File: src/ppa_consts.svh
`ifndef PPA_CONSTS_SVH
`define PPA_CONSTS_SVH

// Register byte addresses (index times four, printed offsets not aligned)
`define PPA_IDX_DATA      8'h32
`define PPA_IDX_DIR       8'h33
`define PPA_IDX_CTRL      8'h34
`define PPA_IDX_STATUS    8'h35
`define PPA_ADDR_W        10
`define PPA_ADDR_DATA     10'h0c8
`define PPA_ADDR_DIR      10'h0cc
`define PPA_ADDR_CTRL     10'h0d0
`define PPA_ADDR_STATUS   10'h0d4

// Control register fields
`define PPA_CTRL_PULL     0
`define PPA_CTRL_E_STRETCH_ENABLE     1
`define PPA_CTRL_EMK      2
`define PPA_CTRL_PERIPH   3
`define PPA_CTRL_EXPAND   4

// Reset values
`define PPA_DIR_RST       8'h00
`define PPA_DATA_RST      8'h00
`define PPA_CTRL_RST      5'h02

// Page port bit positions
`define PPA_BIT_ECS       7
`define PPA_BIT_XCS       6
`define PPA_PAGE_W        6

// E clock timing: one E period is four core clocks, blank is 1/4 of it
`define PPA_E_PERIOD      4
`define PPA_E_HALF        2
`define PPA_CS_BLANK      1

`endif

File: src/ppa_pkg.sv
package ppa_pkg;

  // External access request from the core
  typedef struct packed {
    logic        valid;
    logic        write;
    logic        word;
    logic        addr0;
    logic        ram_target;
    logic        emul_sel;
    logic        stretch;
    logic [5:0]  page;
    logic [15:0] wdata;
  } ppa_req_t;

  // Bus control outputs
  typedef struct packed {
    logic        low_byte_strobe_n;
    logic        address_bit_zero;
    logic        read_not_write;
    logic [15:0] data;
  } ppa_busctl_t;

  typedef enum logic [1:0] {
    PPA_E_LOW     = 2'b00,
    PPA_E_HIGH    = 2'b01,
    PPA_E_STRETCH = 2'b11
  } ppa_estate_t;

endpackage

File: src/ppa_page_port.sv
`timescale 1ns/1ps
`include "ppa_consts.svh"

module ppa_page_port
(
  // Clock and reset
  input  wire logic                       core_clk,
  input  wire logic                       reset,
  input  wire logic                       clk_en,
  // Avalon-MM slave
  input  wire logic [`PPA_ADDR_W-1:0]     avs_address,
  input  wire logic                       avs_read,
  input  wire logic                       avs_write,
  input  wire logic [31:0]                avs_writedata,
  input  wire logic [3:0]                 avs_byteenable,
  output logic [31:0]                     avs_readdata,
  output logic                            avs_waitrequest,
  output logic [1:0]                      avs_response,
  // Page port pins
  input  wire logic [7:0]                 page_pin_in,
  output logic [7:0]                      page_pin_out,
  output logic [7:0]                      page_pin_oe,
  output logic [7:0]                      page_pull_up,
  // Core external access request
  input  wire ppa_pkg::ppa_req_t          ext_req,
  // Echo of page register accesses to the external bus
  output logic                            echo_valid,
  output logic                            echo_write,
  output logic [7:0]                      echo_index,
  output logic [7:0]                      echo_wdata,
  // Bus control outputs
  output ppa_pkg::ppa_busctl_t            busctl,
  output logic                            bus_e_clock
);

  // ----------------------------------------------------------------
  // Registers
  // ----------------------------------------------------------------
  logic [7:0]  page_port_data;
  logic [7:0]  page_port_direction;
  logic [4:0]  ctrl;
  logic [7:0]  pin_meta;
  logic [7:0]  pin_sync;
  logic        ack;
  logic        page_emulation_enable;
  logic        page_pull_enable;
  logic        e_stretch_enable;
  logic        mapped_out;
  logic        req_active;
  logic        hit_data;
  logic        hit_dir;
  logic        hit_ctrl;
  logic        hit_status;
  logic        hit_any;
  logic        wr_lo;
  logic [31:0] next_readdata;

  assign page_emulation_enable = ctrl[`PPA_CTRL_EMK];
  assign page_pull_enable      = ctrl[`PPA_CTRL_PULL];
  assign e_stretch_enable      = ctrl[`PPA_CTRL_E_STRETCH_ENABLE];

  // Page registers leave the internal map
  assign mapped_out = ctrl[`PPA_CTRL_PERIPH] ||
                      (ctrl[`PPA_CTRL_EXPAND] && page_emulation_enable);

  // ----------------------------------------------------------------
  // Bus decode
  // ----------------------------------------------------------------
  assign req_active = avs_read || avs_write;
  assign hit_data   = avs_address == `PPA_ADDR_DATA;
  assign hit_dir    = avs_address == `PPA_ADDR_DIR;
  assign hit_ctrl   = avs_address == `PPA_ADDR_CTRL;
  assign hit_status = avs_address == `PPA_ADDR_STATUS;
  assign hit_any    = hit_data || hit_dir || hit_ctrl || hit_status;
  assign wr_lo      = avs_write && avs_byteenable[0] && ack && clk_en;

  // One wait cycle then acknowledge; a write lands on the edge that
  // accepts it, with waitrequest low
  assign avs_waitrequest = req_active && !(ack && clk_en);

  always_ff @(posedge core_clk)
  begin
    if (reset)
      ack <= 1'b0;
    else if (clk_en)
      ack <= req_active && !ack;
  end

  // ----------------------------------------------------------------
  // Pin synchroniser
  // ----------------------------------------------------------------
  always_ff @(posedge core_clk)
  begin
    if (reset)
    begin
      pin_meta <= 8'h00;
      pin_sync <= 8'h00;
    end
    else if (clk_en)
    begin
      pin_meta <= page_pin_in;
      pin_sync <= pin_meta;
    end
  end

  // ----------------------------------------------------------------
  // Register writes
  // ----------------------------------------------------------------
  always_ff @(posedge core_clk)
  begin
    if (reset)
      page_port_data <= `PPA_DATA_RST;
    else if (wr_lo && hit_data && !mapped_out)
      page_port_data <= avs_writedata[7:0];
  end

  always_ff @(posedge core_clk)
  begin
    if (reset)
      page_port_direction <= `PPA_DIR_RST;
    else if (wr_lo && hit_dir && !mapped_out)
      page_port_direction <= avs_writedata[7:0];
  end

  always_ff @(posedge core_clk)
  begin
    if (reset)
      ctrl <= `PPA_CTRL_RST;
    else if (wr_lo && hit_ctrl)
      ctrl <= avs_writedata[4:0];
  end

  // ----------------------------------------------------------------
  // Read data
  // ----------------------------------------------------------------
  always_comb
  begin
    next_readdata = 32'h0000_0000;
    if (hit_data && !mapped_out)
      // Pin for inputs, latch for outputs
      next_readdata[7:0] = (pin_sync & ~page_port_direction) |
                           (page_port_data & page_port_direction);
    else if (hit_dir && !mapped_out)
      next_readdata[7:0] = page_port_direction;
    else if (hit_ctrl)
      next_readdata[4:0] = ctrl;
    else if (hit_status)
      next_readdata[8:0] = {bus_e_clock, page_pin_out};
  end

  always_ff @(posedge core_clk)
  begin
    if (reset)
    begin
      avs_readdata <= 32'h0000_0000;
      avs_response <= 2'b00;
    end
    else if (clk_en && req_active && !ack)
    begin
      avs_readdata <= next_readdata;
      avs_response <= hit_any ? 2'b00 : 2'b11;
    end
  end

  // Echo data and direction register accesses externally when unmapped
  always_ff @(posedge core_clk)
  begin
    if (reset)
    begin
      echo_valid <= 1'b0;
      echo_write <= 1'b0;
      echo_index <= 8'h00;
      echo_wdata <= 8'h00;
    end
    else if (clk_en)
    begin
      echo_valid <= req_active && !ack && mapped_out && (hit_data || hit_dir);
      echo_write <= avs_write;
      echo_index <= hit_data ? `PPA_IDX_DATA : `PPA_IDX_DIR;
      echo_wdata <= avs_writedata[7:0];
    end
  end

  // ----------------------------------------------------------------
  // E clock
  // ----------------------------------------------------------------
  ppa_pkg::ppa_estate_t e_state;
  logic [1:0]           e_cnt;
  logic                 cs_blank;
  logic                 stretched;

  assign stretched = ext_req.valid && ext_req.stretch;

  always_ff @(posedge core_clk)
  begin
    if (reset)
    begin
      e_state <= ppa_pkg::PPA_E_LOW;
      e_cnt   <= 2'h0;
    end
    else if (clk_en)
    begin
      case (e_state)
        ppa_pkg::PPA_E_LOW:
          if (e_cnt == 2'(`PPA_E_HALF - 1))
          begin
            e_state <= ppa_pkg::PPA_E_HIGH;
            e_cnt   <= 2'h0;
          end
          else
            e_cnt <= e_cnt + 2'h1;
        ppa_pkg::PPA_E_HIGH:
          if (e_cnt == 2'(`PPA_E_HALF - 1))
          begin
            // Hold E high through a stretch only when enabled
            e_state <= (stretched && e_stretch_enable) ?
                       ppa_pkg::PPA_E_STRETCH : ppa_pkg::PPA_E_LOW;
            e_cnt   <= 2'h0;
          end
          else
            e_cnt <= e_cnt + 2'h1;
        ppa_pkg::PPA_E_STRETCH:
          if (!stretched || !e_stretch_enable)
            e_state <= ppa_pkg::PPA_E_LOW;
        default:
          e_state <= ppa_pkg::PPA_E_LOW;
      endcase
    end
  end

  always_ff @(posedge core_clk)
  begin
    if (reset)
      bus_e_clock <= 1'b0;
    else if (clk_en)
      bus_e_clock <= e_state != ppa_pkg::PPA_E_LOW;
  end

  // Selects released briefly after E falls, except stretched free-run;
  // decoded from the state so the pins rise on the edge where E falls
  assign cs_blank = bus_e_clock && (e_state == ppa_pkg::PPA_E_LOW) &&
                    !(stretched && !e_stretch_enable);

  // ----------------------------------------------------------------
  // Pin drive
  // ----------------------------------------------------------------
  logic [7:0] next_pin_out;
  logic [7:0] next_pin_oe;

  always_comb
  begin
    next_pin_out = page_port_data;
    next_pin_oe  = page_port_direction;
    if (page_emulation_enable)
    begin
      next_pin_oe = 8'hff;
      next_pin_out[`PPA_BIT_ECS] = !(ext_req.valid && ext_req.emul_sel)
                                   || cs_blank;
      next_pin_out[`PPA_BIT_XCS] = !(ext_req.valid && !ext_req.emul_sel
                                     && !ext_req.ram_target)
                                   || cs_blank;
      next_pin_out[5:0] = ext_req.page;
    end
  end

  always_ff @(posedge core_clk)
  begin
    if (reset)
    begin
      page_pin_out <= 8'h00;
      page_pin_oe  <= 8'h00;
    end
    else if (clk_en)
    begin
      page_pin_out <= next_pin_out;
      page_pin_oe  <= next_pin_oe;
    end
  end

  // Pull-ups only on pins acting as inputs
  assign page_pull_up = {8{page_pull_enable}} & ~page_pin_oe;

  ppa_bus_encoder u_encoder
  (
    .core_clk (core_clk),
    .reset    (reset),
    .clk_en   (clk_en),
    .req      (ext_req),
    .busctl   (busctl)
  );

endmodule // ppa_page_port

File: src/ppa_bus_encoder.sv
`timescale 1ns/1ps
`include "ppa_consts.svh"

module ppa_bus_encoder
(
  // Clock and reset
  input  wire logic                 core_clk,
  input  wire logic                 reset,
  input  wire logic                 clk_en,
  // Request
  input  wire ppa_pkg::ppa_req_t    req,
  // Encoded bus control
  output ppa_pkg::ppa_busctl_t      busctl
);

  ppa_pkg::ppa_busctl_t next_busctl;
  logic                 swap;

  always_comb
  begin
    swap = req.word && req.addr0;
    next_busctl.read_not_write = !req.write;
    if (req.word)
    begin
      // Word: aligned strobe low, odd RAM strobe high, odd non-RAM strobe low
      next_busctl.low_byte_strobe_n = req.addr0 && req.ram_target;
      next_busctl.address_bit_zero  = req.addr0 && req.ram_target;
    end
    else
    begin
      // Byte: even 1,0 and odd 0,1
      next_busctl.low_byte_strobe_n = !req.addr0;
      next_busctl.address_bit_zero  = req.addr0;
    end
    // Addressed byte on low half, next byte on high half, except odd RAM words, which keep wdata as is
    if (swap && req.ram_target)
      next_busctl.data = req.wdata;
    else
      next_busctl.data = {req.wdata[7:0], req.wdata[15:8]};
  end

  always_ff @(posedge core_clk)
  begin
    if (reset)
      busctl <= '{low_byte_strobe_n: 1'b1, address_bit_zero: 1'b0,
                  read_not_write: 1'b1, data: 16'h0000};
    else if (clk_en && req.valid)
      busctl <= next_busctl;
  end

endmodule // ppa_bus_encoder

File: config.mk
export PLATFORM = sky130hd
export DESIGN_NAME = ppa_page_port
export DESIGN_NICKNAME = d
export VERILOG_FILES = /design/src/ppa_pkg.sv /design/src/ppa_page_port.sv /design/src/ppa_bus_encoder.sv
export VERILOG_INCLUDE_DIRS = /design/src
export SDC_FILE = /design/constraint.sdc
export NUM_CORES = 1
export LEC_CHECK = 0
export ABC_CLOCK_PERIOD_IN_PS = 2300
export BUFFER_PORTS_ARGS = -buffer_cell sky130_fd_sc_hd__buf_4
export CAP_MARGIN = 10
export CORE_UTILIZATION = 48
export CTS_CLUSTER_SIZE = 10
export DETAILED_ROUTE_END_ITERATION = 12
export PLACE_DENSITY = 0.78
export SYNTH_ARGS = -nofsm -noshare
export SYNTH_HDL_FRONTEND = slang
export SYNTH_SLANG_ARGS = --single-unit
File: constraint.sdc
create_clock -name core_clk -period 2.3 [get_ports core_clk]
set_input_delay 0.69 -clock core_clk [delete_from_list [all_inputs] [get_ports core_clk]]
set_output_delay 0.69 -clock core_clk [all_outputs]
set_load 0.005 [all_outputs]
==> impl_metrics.csv <==
group,metric,value,unit
timing,setup_tns,0,ns
final_layout,top_register,"u_encoder.busctl",
critical_path,rr_endpoint,"avs_readdata[1]",
min_path,hold_path.class,"reg -> reg",
timing,final-hold-violation-count,0,
timing,fmax,0.521,GHz
synth,synth_seq_cells,100,
final_layout,drive_above_1_share,0.268,
synth,ys_types,42,
cts,cts_sinks,100,
critical_path,cp_slowest_cell,"dfxtp_1",
place,gp_congestion,0.894,
place,dp_hpwl,7.96,mm
floorplan,row_count,34,
routing,dr_total_vias,3792,
min_path,hold-path-cell-count,2,
critical_path,rrSetupSlack,0.62,ns
grt,grt.overflow.total,0,
critical_path,required,1.61,ns
cts,clk_pin_slew,0.10,ns
cts,cts_buffer_depth,2,
final_layout,largest_reg_flops,19,
cts,clk_latency,0.37,ns
routing,viasPerCell,5.32,
pwr,p_per_area,599,mW/mm²
critical_path,end_kind,"output port",
timing,worst_pin_slew,0.534,ns
routing,drt-initial-drc-count,286,
job,drv_cap,0,
synth,yosys.area.top_type,"dfxtp_1",
min_path,hold_path.startpoint,"e_cnt[1]",
synth,async_reset_ff_frac,0,
timing,setup_viol,0,
cts,cts_resized,0,
critical_path,crit_type,"reg -> out",
place,io_buffers,130,
timing,fin_crit,1.92,ns
cts,cts_root_buffer,"clkbuf_8",
floorplan,die_y,98.8,µm
critical_path,startpoint_type,"register",
timing,fin_crit_sh,0.835,
final_layout,antennaDiodeCount,0,
grt,grt_use_total,0.221,
grt,antenna_found_initial,0,
cts,post_cts_buffers,0,
floorplan,initial_utilization,0.505,
grt,grt_first_pass_wirelength,17.3,mm
synth,ys.flop_type,"dfxtp_1",
timing,rsz0062_at_grt,"false",
cts,holdBufCountCts,0,
timing,slew_headroom,0.644,
timing,fin_skew,0.0136,ns
critical_path,path_max_fanout,10,
final_layout,fin_nets,688,
synth,ys_warn_count,0,
timing,setup_ws,0.379,ns
routing,avgRoutedWirePerCell,14.9,µm
place,dpl.cell_count,697,
final_layout,finalNonFillerCells,713,
critical_path,critPathArrivalTime,1.23,ns
grt,grt_max_degree,42,
synth,syn_inst,482,
synth,yosys.area.top_type_share,0.446,
critical_path,critPathMaxStageDelay,0.55,ns
outcome,status,"completed",
floorplan,pin_count,185,
final_layout,top_regs,"u_encoder.busctl x19, avs_readdata x9",
critical_path,crit_family,"flip-flops",
critical_path,r2r_cells,4,
critical_path,worstPathCellList,"nor2b_1, buf_4",
routing,first_pass_iters,5,
timing,slew_viol_final,0,
cts,cts-buffers-inserted,9,
floorplan,die_w,98.8,µm
synth,synth_edf_count,0,
cts,cts.htree.levels,3,
routing,drc_errors,0,
routing,antenna_left,0,
pwr,total_leakage_power,2.57,nW
pwr,vdd_drop_max,375,µV
synth,avgSynthCellArea,9.32,µm²
synth,synth-seq-area-share,0.446,
cts,cts_tree,"built",
floorplan,dieArea,0.00975,mm²
min_path,hold_end,"e_cnt[1]",
routing,wl,10.6,mm
synth,ys_top_cells_by_area,"dfxtp_1 (45%), mux2i_1 (15%), nor2_1 (6.4%), buf_4 (5.0%), nand2b_1 (4.9%)",
synth,syn-cell-area,0.00449,mm²
floorplan,core,0.00889,mm²
place,post-place-ws,0.215,ns
final_layout,area_growth_syn_to_layout,25.6,%
timing,timing.hold.ws,0.454,ns
grt,grt_pass1_vias,3438,
critical_path,reg2reg_from,"ctrl[4]",
critical_path,crit_buf_inv,1,
-- synthesized netlist by cell type (6+ instances only) --
cell      count
nor2_1       77
nand3_1       7
buf_2         8
a211oi_1     27
mux2i_1      69
a22o_1        6
buf_4        30
nor3b_1       6
dfxtp_1     100
a21oi_1      17
o21ai_0       9
clkbuf_1     23
nand2b_1     35
nor2b_1      10
nand2_1       8
-- worst max path at each step --
stage                              start              end  slack, ns  depth (start not counted)
after detailed placement  avs_address[4]  avs_readdata[6]       0.22                          5
after floorplan                   clk_en  avs_waitrequest       0.31                          3
final                            ctrl[0]  page_pull_up[2]       0.38                          2
after CTS                        ctrl[0]  page_pull_up[2]       0.35                          2
after global placement    avs_address[4]  avs_readdata[6]       0.23                          5
after global routing             ctrl[0]  page_pull_up[2]       0.28                          2
-- power breakdown --
part           internal (mW)  total [mW]  switching (mW)
combinational          0.237       0.449           0.212
sequential              1.80        1.85          0.0459
clock                  0.424        1.09           0.664
-- cell families after synthesis --
group,count (synthesis),synth area share
muxes,69,0.154
other,1,0.000835
AOI/OAI and AO/OA,82,0.128
xor gates and xnor gates,1,0.00195
buffers and inverters,64,0.0824
and+or+nand+nor,165,0.187
DFF,100,0.446
-- metrics by stage --
step | utilization | cell area [µm²] | total power [mW]
after global routing | 0.635 | 5640 | 3.54
final | 0.635 | 5640 | 3.38
after detailed placement | 0.613 | 5450 | 2.34
after floorplan | - | 4590 | 2.14
after global placement | 0.613 | 5450 | 2.32
after CTS | 0.635 | 5640 | 3.42
-- per-layer routing --
metal | vias up | track usage | share of wire
met5 | - | 0 | 0
met1 | 1749 | 0.307 | 0.45
met2 | 149 | 0.349 | 0.46
met3 | 25 | 0.0248 | 0.065
met4 | 0 | 0.0918 | 0.026
li1 | 1869 | - | -
-- worst reg2reg max path, stage by stage, from the launching register on --
cell	delay (ns)
dfxtp_1	0.36
a21o_1	0.20
or2_0	0.39
o32ai_1	0.51
a22o_1	0.18
-- cells in the final DEF, fill, tap and decap left out, types with 2 or more instances in the layout --
master	instances
nand2b_1	35
and3_1	3
nand3b_1	4
buf_4	142
dfxtp_1	100
a311oi_1	4
o22ai_1	5
o21ai_0	9
inv_6	2
inv_1	2
clkbuf_8	9
nor2_1	77
a211oi_1	27
a21oi_1	17
nand2_1	8
a2111o_1	2
mux2i_1	69
nor2b_1	10
o32ai_1	5
conb_1	27
nor3_1	4
a22o_1	6
and2_1	2
nor3b_1	6
nand3_1	7
nand4_1	2
clkinv_4	3
-- layout make-up --
type	count	area, µm²
flip-flops and latches	100	2000
fillers	779	3250
multi-input cells	344	2220
repair buffers	143	1090
clock buffers	9	124
inverters	2	7.51
well taps	108	135
clock inverters	7	71.3
No activity file was read; power rests on OpenSTA's default activity.
